### src/rtl/opcie_pkg.sv
// constants for the oscillator, loop and clock-event interrupt block
package opcie_pkg;
    // register byte offsets
    localparam logic [7:0] IER_OFS   = 8'h0c;
    localparam logic [7:0] FLAG_OFS  = 8'h10;
    localparam logic [7:0] CLR_OFS   = 8'h14;
    localparam logic [7:0] SLOW_OFS  = 8'h24;
    localparam logic [7:0] LOOP_OFS  = 8'h28;
    localparam logic [7:0] CTRL_OFS  = 8'h40;
    // reset values
    localparam logic [31:0] IER_RST  = 32'h0000_0000;
    localparam logic [8:0]  FLAG_RST = 9'h001;
    localparam logic [31:0] CLR_READ = 32'h0000_01ff;
    localparam logic [31:0] SLOW_RST = 32'h0000_002b;
    localparam logic [31:0] LOOP_RST = 32'h0005_3483;
    localparam logic [2:0]  CTRL_RST = 3'h0;
    // interrupt enable key
    localparam int          KEY_HI   = 31;
    localparam int          KEY_LO   = 16;
    localparam logic [15:0] KEY_VAL  = 16'h5a5a;
    localparam int          EV_MSB   = 8;
    // event bit positions
    localparam int EV_FE_LOSS  = 8;
    localparam int EV_SE_LOSS  = 7;
    localparam int EV_FE_FAIL  = 6;
    localparam int EV_SE_FAIL  = 5;
    localparam int EV_SE_RDY   = 4;
    localparam int EV_SI_RDY   = 3;
    localparam int EV_LOOP_RDY = 2;
    localparam int EV_FE_RDY   = 1;
    localparam int EV_FI_RDY   = 0;
    // slow oscillator control fields
    localparam int SE_STABLE   = 15;
    localparam int SE_MODE     = 6;
    localparam int SE_WAIT_LO  = 4;
    localparam int SE_AMP_LO   = 2;
    localparam int SE_DRV_LO   = 0;
    // loop control fields
    localparam int LP_DBG_LO   = 16;
    localparam int LP_STABLE   = 15;
    localparam int LP_WAIT_LO  = 12;
    localparam int LP_OUT_LO   = 9;
    localparam int LP_MUL_LO   = 4;
    localparam int LP_IN_LO    = 2;
    localparam int LP_SRC_LO   = 0;
    // own control register bits
    localparam int CT_SE_EN    = 0;
    localparam int CT_LP_EN    = 1;
    localparam int CT_SE_CCS   = 2;
    // settle counts in oscillator edges
    localparam logic [14:0] SE_CNT_0 = 15'h0100;
    localparam logic [14:0] SE_CNT_1 = 15'h0400;
    localparam logic [14:0] SE_CNT_2 = 15'h1000;
    localparam logic [14:0] SE_CNT_3 = 15'h4000;
    localparam logic [14:0] LP_CNT_0 = 15'h0080;
    localparam logic [14:0] LP_CNT_1 = 15'h0100;
    localparam logic [14:0] LP_CNT_2 = 15'h0200;
    localparam logic [14:0] LP_CNT_3 = 15'h0400;
    localparam logic [14:0] LP_CNT_4 = 15'h0800;
    localparam logic [14:0] LP_CNT_5 = 15'h1000;
    localparam logic [14:0] LP_CNT_7 = 15'h4000;
    // timing
    localparam longint CLK_HZ          = 200_000_000;
    localparam longint START_WIN_S_SH  = 1;
    localparam longint START_WIN_S_LG  = 2;
    localparam longint RUN_LOSS_US     = 100;
    localparam logic [31:0] START_WIN_SH_CYC = 32'(START_WIN_S_SH * CLK_HZ);
    localparam logic [31:0] START_WIN_LG_CYC = 32'(START_WIN_S_LG * CLK_HZ);
    localparam logic [31:0] RUN_LOSS_CYC =
        32'((RUN_LOSS_US * CLK_HZ) / 1_000_000);
endpackage : opcie_pkg

### src/rtl/opcie_top.sv
// Operation
// - slow oscillator settled bit, read-only
// - mode bit: crystal or direct pin clock
// - slow settle count 256 to 16384 edges
// - start failure when edges miss window
// - two-bit slow crystal amplitude field
// - two-bit slow crystal drive field
// - slow control reset only at power-on
// - loop settled bit, read-only
// - loop settle count 128 to 16384 cycles
// - three-bit loop output range field
// - output equals reference times multiplier
// - two-bit loop input range field
// - loop reference select field
// - enable write needs unlock key
// - nine enable bits, one per event
// - run-loss to fault line, rest shared
// - read-only event flags, same positions
// - clear register: zero clears, one ignored
//
// The implementer's own choice: the Avalon-MM interface to the registers.
`timescale 1ns/1ps
`default_nettype none
module opcie_top #(
    parameter logic [31:0] START_WIN_SH_CYC = opcie_pkg::START_WIN_SH_CYC,
    parameter logic [31:0] START_WIN_LG_CYC = opcie_pkg::START_WIN_LG_CYC,
    parameter logic [31:0] RUN_LOSS_CYC     = opcie_pkg::RUN_LOSS_CYC
) (
    // clock, power-on reset and other reset sources
    input  wire logic        ref_clk_i,
    input  wire logic        rst_n_i,
    input  wire logic        sys_rst_n_i,
    // avalon-mm slave
    input  wire logic [7:0]  address_i,
    input  wire logic        read_i,
    input  wire logic        write_i,
    input  wire logic [31:0] writedata_i,
    input  wire logic [3:0]  byteenable_i,
    output logic [31:0]      readdata_o,
    output logic             waitrequest_o,
    // oscillator clocks under watch
    input  wire logic        slow_ext_clk_i,
    input  wire logic        loop_clk_i,
    // events from neighbouring oscillator logic
    input  wire logic        fast_ext_run_loss_i,
    input  wire logic        fast_ext_start_failure_i,
    input  wire logic        slow_int_settled_event_i,
    input  wire logic        fast_ext_settled_event_i,
    input  wire logic        fast_int_settled_event_i,
    // slow oscillator analog controls
    output logic             slow_external_osc_en_o,
    output logic             slow_osc_bypass_o,
    output logic [1:0]       osc_amplitude_o,
    output logic [1:0]       osc_drive_strength_o,
    // loop analog controls
    output logic             loop_en_o,
    output logic [1:0]       loop_ref_sel_o,
    output logic [4:0]       loop_multiplier_o,
    output logic [1:0]       input_range_sel_o,
    output logic [2:0]       output_range_sel_o,
    output logic [3:0]       loop_debug_o,
    // interrupt lines
    output logic             fault_irq_o,
    output logic             clock_irq_o
);
    logic        sys_n;
    logic        ack_reg;
    logic [31:0] rdata_reg;
    logic [31:0] be_mask;
    logic        wr_go;
    logic [31:0] slow_reg;
    logic [31:0] slow_next;
    logic [31:0] loop_reg;
    logic [31:0] loop_next;
    logic [8:0]  ier_reg;
    logic [8:0]  flag_reg;
    logic [8:0]  flag_next;
    logic [2:0]  ctrl_reg;
    logic        fault_irq_reg;
    logic        clock_irq_reg;
    logic        slow_stable;
    logic        slow_fail;
    logic        slow_loss;
    logic        slow_stable_d_reg;
    logic        loop_stable;
    logic        loop_stable_d_reg;
    logic [8:0]  ev_vec;
    logic [14:0] slow_target;
    logic [14:0] loop_target;
    logic [31:0] slow_win;
    logic [31:0] rd_mux;

    // power-on reset reaches everything, other sources skip the slow reg
    assign sys_n = rst_n_i & sys_rst_n_i;

    // one wait state, then the request is taken
    assign waitrequest_o = (read_i | write_i) & ~ack_reg;
    assign wr_go         = write_i & ack_reg;
    assign be_mask = {{8{byteenable_i[3]}}, {8{byteenable_i[2]}},
                      {8{byteenable_i[1]}}, {8{byteenable_i[0]}}};

    always_ff @(posedge ref_clk_i or negedge sys_n) begin
        if (!sys_n) begin
            ack_reg <= 1'b0;
        end else begin
            ack_reg <= (read_i | write_i) & ~ack_reg;
        end
    end

    // merged write data for the byte lanes present
    assign slow_next = (slow_reg & ~be_mask) | (writedata_i & be_mask);
    assign loop_next = (loop_reg & ~be_mask) | (writedata_i & be_mask);

    // slow oscillator settings: only the power-on reset restores them
    always_ff @(posedge ref_clk_i or negedge rst_n_i) begin
        if (!rst_n_i) begin
            slow_reg <= opcie_pkg::SLOW_RST;
        end else if (wr_go && address_i == opcie_pkg::SLOW_OFS) begin
            slow_reg <= slow_next & 32'h0000_007f;
        end
    end

    // loop settings, debug bits kept writable as software may touch them
    always_ff @(posedge ref_clk_i or negedge sys_n) begin
        if (!sys_n) begin
            loop_reg <= opcie_pkg::LOOP_RST;
        end else if (wr_go && address_i == opcie_pkg::LOOP_OFS) begin
            loop_reg <= loop_next & 32'h000f_7fff;
        end
    end

    // interrupt enables, kept on a write whose key half is wrong
    always_ff @(posedge ref_clk_i or negedge sys_n) begin
        if (!sys_n) begin
            ier_reg <= opcie_pkg::IER_RST[8:0];
        end else if (wr_go && address_i == opcie_pkg::IER_OFS &&
                     byteenable_i[3:2] == 2'b11 &&
                     writedata_i[opcie_pkg::KEY_HI:opcie_pkg::KEY_LO] ==
                     opcie_pkg::KEY_VAL) begin
            ier_reg <= (writedata_i[8:0] & be_mask[8:0]) |
                       (ier_reg & ~be_mask[8:0]);
        end
    end

    // oscillator and security enables
    always_ff @(posedge ref_clk_i or negedge sys_n) begin
        if (!sys_n) begin
            ctrl_reg <= opcie_pkg::CTRL_RST;
        end else if (wr_go && address_i == opcie_pkg::CTRL_OFS &&
                     byteenable_i[0]) begin
            ctrl_reg <= writedata_i[2:0];
        end
    end

    // settle figures from the selection codes
    always_comb begin
        case (slow_reg[opcie_pkg::SE_WAIT_LO +: 2])
            2'h0:    slow_target = opcie_pkg::SE_CNT_0;
            2'h1:    slow_target = opcie_pkg::SE_CNT_1;
            2'h2:    slow_target = opcie_pkg::SE_CNT_2;
            default: slow_target = opcie_pkg::SE_CNT_3;
        endcase
        case (loop_reg[opcie_pkg::LP_WAIT_LO +: 3])
            3'h0:    loop_target = opcie_pkg::LP_CNT_0;
            3'h1:    loop_target = opcie_pkg::LP_CNT_1;
            3'h2:    loop_target = opcie_pkg::LP_CNT_2;
            3'h3:    loop_target = opcie_pkg::LP_CNT_3;
            3'h4:    loop_target = opcie_pkg::LP_CNT_4;
            3'h5:    loop_target = opcie_pkg::LP_CNT_5;
            default: loop_target = opcie_pkg::LP_CNT_7;
        endcase
        // longest code gets the long start window
        slow_win = (slow_reg[opcie_pkg::SE_WAIT_LO +: 2] == 2'h3) ?
                   START_WIN_LG_CYC : START_WIN_SH_CYC;
    end

    opcie_settle_cnt u_slow_cnt (
        .ref_clk_i    (ref_clk_i),
        .rst_n_i      (sys_n),
        .osc_clk_i    (slow_ext_clk_i),
        .enable_i     (ctrl_reg[opcie_pkg::CT_SE_EN]),
        .target_i     (slow_target),
        .watch_en_i   (ctrl_reg[opcie_pkg::CT_SE_CCS]),
        .win_cyc_i    (slow_win),
        .loss_cyc_i   (RUN_LOSS_CYC),
        .stable_o     (slow_stable),
        .start_fail_o (slow_fail),
        .run_loss_o   (slow_loss)
    );

    // the loop has no start watch, only its settled level
    opcie_settle_cnt u_loop_cnt (
        .ref_clk_i    (ref_clk_i),
        .rst_n_i      (sys_n),
        .osc_clk_i    (loop_clk_i),
        .enable_i     (ctrl_reg[opcie_pkg::CT_LP_EN]),
        .target_i     (loop_target),
        .watch_en_i   (1'b0),
        .win_cyc_i    (32'h0),
        .loss_cyc_i   (32'h0),
        .stable_o     (loop_stable),
        .start_fail_o (),
        .run_loss_o   ()
    );

    // settled levels delayed to find their rising edges
    always_ff @(posedge ref_clk_i or negedge sys_n) begin
        if (!sys_n) begin
            slow_stable_d_reg <= 1'b0;
            loop_stable_d_reg <= 1'b0;
        end else begin
            slow_stable_d_reg <= slow_stable;
            loop_stable_d_reg <= loop_stable;
        end
    end

    // events in flag order
    assign ev_vec = {fast_ext_run_loss_i, slow_loss,
                     fast_ext_start_failure_i, slow_fail,
                     slow_stable & ~slow_stable_d_reg,
                     slow_int_settled_event_i,
                     loop_stable & ~loop_stable_d_reg,
                     fast_ext_settled_event_i,
                     fast_int_settled_event_i};

    // a new event beats a clear in the same cycle
    always_comb begin
        flag_next = flag_reg;
        if (wr_go && address_i == opcie_pkg::CLR_OFS) begin
            flag_next = flag_reg & (writedata_i[8:0] | ~be_mask[8:0]);
        end
        flag_next = flag_next | ev_vec;
    end

    always_ff @(posedge ref_clk_i or negedge sys_n) begin
        if (!sys_n) begin
            flag_reg <= opcie_pkg::FLAG_RST;
        end else begin
            flag_reg <= flag_next;
        end
    end

    // run-loss goes to its own line, everything else is shared
    always_ff @(posedge ref_clk_i or negedge sys_n) begin
        if (!sys_n) begin
            fault_irq_reg <= 1'b0;
            clock_irq_reg <= 1'b0;
        end else begin
            fault_irq_reg <= |(flag_reg[8:7] & ier_reg[8:7]);
            clock_irq_reg <= |(flag_reg[6:0] & ier_reg[6:0]);
        end
    end

    // read mux, unmapped words read zero
    always_comb begin
        rd_mux = 32'h0;
        if (address_i == opcie_pkg::IER_OFS) begin
            rd_mux = {23'h0, ier_reg};
        end else if (address_i == opcie_pkg::FLAG_OFS) begin
            rd_mux = {23'h0, flag_reg};
        end else if (address_i == opcie_pkg::CLR_OFS) begin
            rd_mux = opcie_pkg::CLR_READ;
        end else if (address_i == opcie_pkg::SLOW_OFS) begin
            rd_mux = slow_reg;
            rd_mux[opcie_pkg::SE_STABLE] = slow_stable;
        end else if (address_i == opcie_pkg::LOOP_OFS) begin
            rd_mux = loop_reg;
            rd_mux[opcie_pkg::LP_STABLE] = loop_stable;
        end else if (address_i == opcie_pkg::CTRL_OFS) begin
            rd_mux = {29'h0, ctrl_reg};
        end
    end

    always_ff @(posedge ref_clk_i or negedge sys_n) begin
        if (!sys_n) begin
            rdata_reg <= 32'h0;
        end else if (read_i && !ack_reg) begin
            rdata_reg <= rd_mux;
        end
    end

    // outputs straight from the registers
    assign readdata_o             = rdata_reg;
    assign slow_external_osc_en_o = ctrl_reg[opcie_pkg::CT_SE_EN];
    assign slow_osc_bypass_o      = slow_reg[opcie_pkg::SE_MODE];
    assign osc_amplitude_o        = slow_reg[opcie_pkg::SE_AMP_LO +: 2];
    assign osc_drive_strength_o   = slow_reg[opcie_pkg::SE_DRV_LO +: 2];
    assign loop_en_o              = ctrl_reg[opcie_pkg::CT_LP_EN];
    assign loop_ref_sel_o         = loop_reg[opcie_pkg::LP_SRC_LO +: 2];
    assign loop_multiplier_o      = loop_reg[opcie_pkg::LP_MUL_LO +: 5];
    assign input_range_sel_o      = loop_reg[opcie_pkg::LP_IN_LO +: 2];
    assign output_range_sel_o     = loop_reg[opcie_pkg::LP_OUT_LO +: 3];
    assign loop_debug_o           = loop_reg[opcie_pkg::LP_DBG_LO +: 4];
    assign fault_irq_o            = fault_irq_reg;
    assign clock_irq_o            = clock_irq_reg;

    a_key_bad_ignored: assert property (
        @(posedge ref_clk_i) disable iff (!sys_n)
        (wr_go && address_i == opcie_pkg::IER_OFS &&
         writedata_i[31:16] != opcie_pkg::KEY_VAL) |=> $stable(ier_reg))
        else $error("enable write without key changed the enables");

    a_key_good_taken: assert property (
        @(posedge ref_clk_i) disable iff (!sys_n)
        (wr_go && address_i == opcie_pkg::IER_OFS && byteenable_i == 4'hf
         && writedata_i[31:16] == opcie_pkg::KEY_VAL)
        |=> ier_reg == $past(writedata_i[8:0]))
        else $error("keyed enable write not stored");

    a_flag_clear_set: assert property (
        @(posedge ref_clk_i) disable iff (!sys_n)
        (wr_go && address_i == opcie_pkg::CLR_OFS && byteenable_i == 4'hf)
        |=> flag_reg == (($past(flag_reg) & $past(writedata_i[8:0]))
                         | $past(ev_vec)))
        else $error("flag clear or event set wrong");

    a_fault_irq_line: assert property (
        @(posedge ref_clk_i) disable iff (!sys_n)
        (|(flag_reg[8:7] & ier_reg[8:7])) |=> fault_irq_o)
        else $error("fault line missing for run-loss");

    a_clock_irq_quiet: assert property (
        @(posedge ref_clk_i) disable iff (!sys_n)
        !(|(flag_reg[6:0] & ier_reg[6:0])) |=> !clock_irq_o)
        else $error("shared line high with no enabled flag");

    a_slow_read_status: assert property (
        @(posedge ref_clk_i) disable iff (!sys_n)
        (read_i && !ack_reg && address_i == opcie_pkg::SLOW_OFS)
        |=> readdata_o[15] == $past(slow_stable))
        else $error("slow settled bit reads wrong");

    a_slow_por_only: assert property (
        @(posedge ref_clk_i) disable iff (!rst_n_i)
        !sys_rst_n_i |=> $stable(slow_reg))
        else $error("slow control changed under a non power-on reset");

    a_loop_long_count: assert property (
        @(posedge ref_clk_i) disable iff (!sys_n)
        (loop_reg[14:12] == 3'h7) |-> loop_target == 15'h4000)
        else $error("loop settle code 7 not 16384");
endmodule : opcie_top
`default_nettype wire

### src/rtl/opcie_settle_cnt.sv
// edge counter that judges oscillator settling, start failure and loss
`timescale 1ns/1ps
`default_nettype none
module opcie_settle_cnt (
    // clock and reset
    input  wire logic        ref_clk_i,
    input  wire logic        rst_n_i,
    // oscillator under watch and its settings
    input  wire logic        osc_clk_i,
    input  wire logic        enable_i,
    input  wire logic [14:0] target_i,
    input  wire logic        watch_en_i,
    input  wire logic [31:0] win_cyc_i,
    input  wire logic [31:0] loss_cyc_i,
    // results
    output logic             stable_o,
    output logic             start_fail_o,
    output logic             run_loss_o
);
    logic        osc_meta_reg;
    logic        osc_sync_reg;
    logic        osc_prev_reg;
    logic [14:0] cnt_reg;
    logic [31:0] timer_reg;
    logic        stable_reg;
    logic        failed_reg;
    logic        fail_reg;
    logic        loss_reg;
    logic        osc_edge;
    logic        hit;
    logic        win_hit;
    logic        loss_hit;

    // two-flop synchroniser, edge detect only after the second flop
    always_ff @(posedge ref_clk_i or negedge rst_n_i) begin
        if (!rst_n_i) begin
            osc_meta_reg <= 1'b0;
            osc_sync_reg <= 1'b0;
            osc_prev_reg <= 1'b0;
        end else begin
            osc_meta_reg <= osc_clk_i;
            osc_sync_reg <= osc_meta_reg;
            osc_prev_reg <= osc_sync_reg;
        end
    end

    assign osc_edge = osc_sync_reg & ~osc_prev_reg;
    assign hit      = !stable_reg && !failed_reg && osc_edge &&
                      (cnt_reg == target_i - 15'h0001);
    // settling on the window's last cycle wins over a start failure
    assign win_hit  = watch_en_i && !stable_reg && !failed_reg && !hit &&
                      (timer_reg == win_cyc_i - 32'h1);
    assign loss_hit = watch_en_i && stable_reg && !osc_edge &&
                      (timer_reg == loss_cyc_i - 32'h1);

    // edge count toward the selected settle figure
    always_ff @(posedge ref_clk_i or negedge rst_n_i) begin
        if (!rst_n_i) begin
            cnt_reg <= 15'h0000;
        end else if (!enable_i || loss_hit || hit) begin
            cnt_reg <= 15'h0000;
        end else if (!stable_reg && !failed_reg && osc_edge) begin
            cnt_reg <= cnt_reg + 15'h0001;
        end
    end

    // settled level, dropped again when the oscillator stops
    always_ff @(posedge ref_clk_i or negedge rst_n_i) begin
        if (!rst_n_i) begin
            stable_reg <= 1'b0;
        end else if (!enable_i || loss_hit) begin
            stable_reg <= 1'b0;
        end else if (hit) begin
            stable_reg <= 1'b1;
        end
    end

    // start window before settling, idle timer after it
    always_ff @(posedge ref_clk_i or negedge rst_n_i) begin
        if (!rst_n_i) begin
            timer_reg <= 32'h0;
        end else if (!enable_i || !watch_en_i || hit || loss_hit) begin
            timer_reg <= 32'h0;
        end else if (stable_reg && osc_edge) begin
            timer_reg <= 32'h0;
        end else if (!failed_reg && !win_hit) begin
            timer_reg <= timer_reg + 32'h1;
        end
    end

    // failure latch holds the counter until the oscillator is re-enabled
    always_ff @(posedge ref_clk_i or negedge rst_n_i) begin
        if (!rst_n_i) begin
            failed_reg <= 1'b0;
            fail_reg   <= 1'b0;
            loss_reg   <= 1'b0;
        end else begin
            failed_reg <= enable_i && (failed_reg || win_hit);
            fail_reg   <= enable_i && win_hit;
            loss_reg   <= enable_i && loss_hit;
        end
    end

    assign stable_o     = stable_reg;
    assign start_fail_o = fail_reg;
    assign run_loss_o   = loss_reg;

    a_settle_on_count: assert property (
        @(posedge ref_clk_i) disable iff (!rst_n_i)
        $rose(stable_reg) |-> $past(cnt_reg) == target_i - 15'h0001)
        else $error("settled without reaching the edge count");

    a_fail_in_window: assert property (
        @(posedge ref_clk_i) disable iff (!rst_n_i)
        $rose(fail_reg) |-> $past(timer_reg) == win_cyc_i - 32'h1
                            && !stable_reg)
        else $error("start failure outside the window end");
endmodule : opcie_settle_cnt
`default_nettype wire

### config.mk
export PLATFORM = sky130hd
export DESIGN_NAME = opcie_top
export DESIGN_NICKNAME = d
export VERILOG_FILES = /design/src/rtl/opcie_pkg.sv /design/src/rtl/opcie_top.sv /design/src/rtl/opcie_settle_cnt.sv
export SDC_FILE = /design/constraint.sdc
export NUM_CORES = 1
export LEC_CHECK = 0
export ABC_AREA = 1
export ABC_CLOCK_PERIOD_IN_PS = 4600
export BUFFER_PORTS_ARGS = -buffer_cell sky130_fd_sc_hd__buf_4
export CORE_MARGIN = 4
export CORE_UTILIZATION = 53
export CTS_CLUSTER_DIAMETER = 40
export DETAILED_ROUTE_END_ITERATION = 8
export PLACE_DENSITY_LB_ADDON = 0.3
export SLEW_MARGIN = 20
export SYNTH_ARGS = -nofsm -noshare
export SYNTH_HDL_FRONTEND = slang
export SYNTH_SLANG_ARGS = --single-unit
### constraint.sdc
create_clock -name ref_clk_i -period 4.6 [get_ports ref_clk_i]
set_clock_uncertainty 0.15 [all_clocks]
set_input_delay 0.92 -clock ref_clk_i [delete_from_list [all_inputs] [get_ports ref_clk_i]]
set_output_delay 0.92 -clock ref_clk_i [all_outputs]
set_load 0.1 [all_outputs]
==> results of run 1 <==
==> kinds of logic (layout without fill, tap and decap cells) <==
logic type,after synthesis,after routing,synth area share
other,1,12,0.000431
and+or+nand+nor,780,780,0.383
buffers and inverters,181,253,0.0992
DFF,146,146,0.422
AOI/OAI and AO/OA,78,78,0.0507
muxes,9,9,0.0116
xor gates and xnor gates,26,26,0.0262
adders and majority gates,5,5,0.00719
==> per-layer routing <==
metal | track usage | vias up | share of wire
li1 | - | 3995 | -
met1 | 0.322 | 3716 | 0.44
met2 | 0.420 | 262 | 0.48
met3 | 0.0544 | 38 | 0.063
met4 | 0.0761 | 0 | 0.020
met5 | 0 | - | 0
==> Yosys cell counts, drive strengths merged <==
| cell type | instances | area, sq um |
|---|---|---|
| o21bai | 4 | 30.0 |
| a21boi | 1 | 7.51 |
| buf | 54 | 385 |
| dfstp | 13 | 342 |
| nor4 | 4 | 25.0 |
| o22ai | 2 | 12.5 |
| nor2 | 195 | 781 |
| o21ai | 45 | 225 |
| conb | 1 | 3.75 |
| nor3 | 12 | 60.1 |
| inv | 115 | 432 |
| a221oi | 1 | 8.76 |
| nand3 | 142 | 733 |
| nand4 | 25 | 156 |
| clkbuf | 11 | 41.3 |
| nand2 | 389 | 1490 |
| or2 | 5 | 31.3 |
| a22o | 2 | 17.5 |
| a21oi | 13 | 65.1 |
| and3 | 1 | 6.26 |
| a211oi | 1 | 7.51 |
| xnor2 | 3 | 26.3 |
| nand3b | 6 | 45.0 |
| a22oi | 1 | 7.51 |
| nor3b | 1 | 7.51 |
| dfrtp | 133 | 3330 |
| xor2 | 23 | 201 |
| clkinv | 1 | 5.00 |
| mux2 | 9 | 101 |
| ha | 5 | 62.6 |
| a21o | 8 | 60.1 |
==> area by class of cell <==
class,count,area [sq um]
clock buffer,19,443
clock inverter,12,204
fill,1439,5950
inverter,116,440
multi-input combinational,910,4220
sequential,146,3670
tap,216,270
timing repair buffer,106,808
==> per-stage QoR <==
stage	cells	setup WS [ns]	total power, mW	util
after floorplan	1237	1.30	1.52	-
after global placement	1494	1.57	1.59	0.588
after detailed placement	1494	1.53	1.59	0.588
after CTS	1525	1.77	3.13	0.628
after global routing	1525	1.52	3.21	0.628
final	1525	1.74	3.10	0.628
==> how the worst min path moves through the flow <==
| stage | start | end | slack [ns] | cells past startpoint |
|---|---|---|---|---|
| 3_5_place_dp | u_slow_cnt.osc_meta_reg | u_slow_cnt.osc_sync_reg | 0.19 | 0 |
| 2_1_floorplan | u_loop_cnt.osc_meta_reg | u_loop_cnt.osc_sync_reg | 0.18 | 0 |
| 6_report | rst_n_i | asynchronous set/reset pin | 0.15 | 1 |
| 5_1_grt | rst_n_i | asynchronous set/reset pin | 0.13 | 1 |
| 4_1_cts | rst_n_i | asynchronous set/reset pin | 0.14 | 1 |
| 3_3_place_gp | u_slow_cnt.osc_meta_reg | u_slow_cnt.osc_sync_reg | 0.19 | 0 |
==> power breakdown <==
part | internal (mW) | switching (mW)
combinational | 0.0612 | 0.197
sequential | 1.30 | 0.00980
clock | 0.979 | 0.558
==> run_results.csv, run 1 <==
group,metric,value,unit
sta,tns,0,ns
setup_path,cp_data_arrival_time,3.03,ns
sta,setup-violations-final,0,
clock_tree,root_buffer,"clkbuf_16",
detailed_routing,wl_per_cell,14.5,um
detailed_routing,routed_wl,22200,um
sta,holdWs,0.153,ns
sta,rsz0062_at_grt,"false",
yosys,avgSynthCellArea,7.10,sq um
setup_path,crit_end,"u_slow_cnt.timer_reg[4]",
yosys,syn_inst,1226,
pwr,power_leakage,4.92,nW
grt,overflow,0,
clock_tree,cts_resized,0,
die,rows,46,
sta,min_period,2.86,ns
setup_path,worstSetupEndpointType,"flip-flop",
die,start_util,0.544,
yosys,synth_warnings,0,
layout,drive_gt1_frac,0.143,
clock_tree,cts_buffers,17,
layout,final_nets,1358,
clock_tree,clk_pin_slew_worst_paths,0.06,ns
layout,diodes,0,
layout,final_cell_mix,"382 x nand2_1, 187 x nor2_1, 139 x nand3_1",
status,status,"finished clean",
setup_path,max_stage_delay,0.56,ns
clock_tree,clk_path_buf_depth,2,
setup_path,crit_slowest_cell,"dfstp_2",
setup_path,crit_top_cell,"nand2_1",
die,die_area,18500,sq um
sta,worst_pin_slew,0.801,ns
setup_path,worst-path-buf-inv,2,
pwr,power_density,309,nW/um^2
clock_tree,cts.htree.levels,4,
flow_run,drv_cap,0,
clock_tree,clock_latency,0.43,ns
setup_path,reg2regPathDepth,13,
setup_path,critical_path.cell_chain,"inv_1 > nand2_1 > ha_1 > inv_1 > nand2_1 > nand3_1 > nor2_1 > nand2_1 > nand3_4 > nor2_8 > nand2_4 > nand2_1 > nand2_1",
sta,timing_hold_violations_final,0,
grt,grt_pass1_vias,7713,
min_path,worst_hold_path_type,"in -> async",
setup_path,worstPathRequired,4.77,ns
sta,slew_headroom,0.461,
grt,grt_antenna_before_repair,0,
grt,grt.total_usage,0.249,
yosys,seq_area_frac_synth,0.422,
layout,finish.instance_area,10100,sq um
setup_path,worstSetupStartpointType,"flip-flop",
die,core_area,16000,sq um
place,place_area,9410,sq um
place,gp_congestion,0.937,
clock_tree,hold_buffers,0,
grt,grt_pass1_wl,37100,um
yosys,ys_ff_latch,146,
die,fp.dieW,136,um
place,numPortBuffers,100,
detailed_routing,firstDrtPassIters,5,
setup_path,path_depth,13,
clock_tree,cts_setup_buffers,0,
detailed_routing,num_vias,8011,
yosys,synth_area,8700,sq um
setup_path,r2r-end,"u_slow_cnt.timer_reg[4]",
yosys,synth_cell_types,43,
setup_path,crit_fanout,35,
layout,final_common_cell,"nand2_1",
detailed_routing,drt_iter0_drc,769,
layout,area_growth_syn_to_layout,15.5,%
place,place_hpwl,15600,um
sta,slew_viol_final,0,
pwr,worst_ir_drop_vdd,0.269,mV
die,die_y,136,um
sta,fmax,350,MHz
die,num_io_pins,114,
grt,grt_start_max_net_pins,140,
setup_path,cp_top_family,"simple AND/OR/NAND/NOR gates",
setup_path,r2r_setup_slack,1.74,ns
detailed_routing,drc,0,
detailed_routing,drtAntennaViolNets,0,
sta,period_share,0.621,
clock_tree,cts_tree,"yes",
detailed_routing,viasPerCell,5.25,
setup_path,crit_type,"reg -> reg",
clock_tree,cts.sinks,146,
Power figures use the tool's default switching activity.
==> run 2: changes to the inputs <==
ABC_CLOCK_PERIOD_IN_PS = 2800   (was 4600)
CORE_UTILIZATION = 59   (was 53)
clock period = 2.8 ns   (was 4.6 ns; I/O delays follow)
==> run 2 against run 1 <==
Via count up 2.1%. Core utilization up 6.8 points. Wire length down 0.46%. Maximum frequency up 18%. Die area down 9.6%. Power up 62%. Register-to-register slack worse by 1.4 ns. Critical endpoint is now u_loop_cnt.cnt_reg[11]. Highest routed layer is now met5.
==> run_results.csv, run 2 (synthesized netlist as in run 1, its figures left out) <==
group,metric,value,unit
status,status,"finished clean",
detailed_routing,routed_wl,22100,um
sta,tns,0,ns
layout,fin_util,0.697,
die,fp.dieW,129,um
die,num_io_pins,114,
grt,grtUsageMet2,0.459,
detailed_routing,firstDrtPassIters,5,
clock_tree,clk_path_buf_depth,2,
layout,nFillCells,1250,
sta,timing_hold_violations_final,0,
sta,min_period,2.42,ns
layout,final_nets,1369,
grt,overflow,0,
grt,grt_start_max_net_pins,102,
sta,rsz0062_at_grt,"false",
setup_path,cp_data_arrival_time,2.57,ns
setup_path,crit_fanout,12,
min_path,worst_hold_path_type,"in -> reg",
layout,drive_gt1_frac,0.149,
pwr,swShare,0.246,
grt,top_usage_layer,"met2",
setup_path,worstPathRequired,2.95,ns
sta,slew_viol_final,0,
pwr,worst_ir_drop_vdd,0.416,mV
setup_path,worstSetupEndpointType,"flip-flop",
clock_tree,cts_buffers,17,
layout,final_common_cell,"nand2_1",
layout,area_growth_syn_to_layout,15.9,%
sta,worst_pin_slew,0.786,ns
setup_path,crit_type,"reg -> reg",
detailed_routing,wl_per_cell,14.7,um
pwr,power.share.clock,0.486,
pwr,comb_power_share,0.085,
die,die_y,129,um
layout,diodes,0,
clock_tree,cts_setup_buffers,0,
place,numPortBuffers,100,
place,gp_congestion,0.995,
die,die_area,16800,sq um
detailed_routing,drtAntennaViolNets,0,
grt,grt_pass1_vias,7672,
detailed_routing,drc,0,
clock_tree,root_buffer,"clkbuf_16",
clock_tree,cts.htree.levels,4,
sta,slew_headroom,0.475,
die,start_util,0.601,
pwr,power_density,498,nW/um^2
flow_run,drv_cap,0,
grt,grt_antenna_before_repair,1,
pwr,p_int,3.79,mW
detailed_routing,num_vias,8181,
clock_tree,clock_latency,0.43,ns
clock_tree,cts.sinks,146,
sta,fmax,413,MHz
grt,grt_pass1_wl,36500,um
layout,final_cell_mix,"382 x nand2_1, 187 x nor2_1, 139 x nand3_1",
clock_tree,clk_pin_slew_worst_paths,0.06,ns
pwr,power_leakage,4.98,nW
grt,grt_use_met3,0.0544,
setup_path,worstSetupStartpointType,"flip-flop",
die,rows,44,
grt,grt.total_usage,0.273,
sta,period_share,0.864,
die,core_area,14500,sq um
grt,grt_use_met1,0.357,
sta,setup-violations-final,0,
pwr,seqPwrFrac,0.428,
clock_tree,cts_tree,"yes",
pwr,switchingPower,1.24,mW
detailed_routing,drt_iter0_drc,585,
detailed_routing,viasPerCell,5.44,
place,place_hpwl,15700,um
==> run 2: final cells by class <==
type / instances / area, sq um / area share
multi-input cells: 910 / 4220 / 0.418
flip-flops and latches: 146 / 3670 / 0.364
repair buffers: 117 / 893 / 0.0886
clock buffers: 21 / 460 / 0.0456
inverters: 116 / 440 / 0.0437
well taps: 184 / 230 / 0.0228
clock inverters: 11 / 175 / 0.0174
==> run 2: worst paths after layout <==
check,cells after the start,end,start,slack (ns)
min reg2reg,0,u_loop_cnt.osc_sync_reg,u_loop_cnt.osc_meta_reg,0.20
min,1,u_loop_cnt.osc_meta_reg,loop_clk_i,0.09
max,11,u_loop_cnt.cnt_reg[11],flip-flop,0.38
max in group asynchronous,5,asynchronous set/reset pin,rst_n_i,1.23
max reg2reg,11,u_loop_cnt.cnt_reg[11],flip-flop,0.38
min in group asynchronous,4,asynchronous set/reset pin,sys_rst_n_i,0.17
==> run 2: what timing repair did <==
item / CTS / global route
hold buffers: 1 / 0
gates resized for setup: 0 / 0
hold endpoints to repair: 7 / 0
==> run 2: layer usage <==
| layer | routed length (um) | up-vias |
|---|---|---|
| li1 | - | 4027 |
| met1 | 9320 | 3788 |
| met2 | 10500 | 334 |
| met3 | 1860 | 30 |
| met4 | 320 | 2 |
| met5 | 20 | - |
==> run 2: critical path, cell delays in order (launching register included) <==
cell	delay (ns)
dfstp_2	0.54
inv_1	0.08
nand2_1	0.12
ha_1	0.26
xor2_1	0.22
nor2_1	0.06
nor2_1	0.11
nand2_1	0.06
nor2_1	0.11
nand3_2	0.14
nand2_1	0.34
nor2_1	0.09
==> run 2: per-stage QoR <==
step / area (sq um) / setup WS (ns) / hold WS, ns / instances / total power [mW]
6_report: 10100 / 0.380 / 0.0911 / 1505 / 5.02
5_1_grt: 10100 / 0.0762 / 0.0740 / 1505 / 5.19
4_1_cts: 10100 / 0.396 / 0.0813 / 1505 / 5.05
3_5_place_dp: 9440 / 0.425 / 0.195 / 1472 / 2.62
3_3_place_gp: 9440 / 0.475 / 0.182 / 1472 / 2.61
2_1_floorplan: 8750 / 0.218 / 0.114 / 1237 / 2.50
==> run 2: power by group through the flow <==
stage	registers, mW	clock network [mW]	logic [mW]
after floorplan	2.25	0	0.245
after global placement	2.19	0	0.425
after detailed placement	2.19	0	0.428
after CTS	2.15	2.47	0.431
after global routing	2.15	2.58	0.459
final	2.15	2.44	0.429
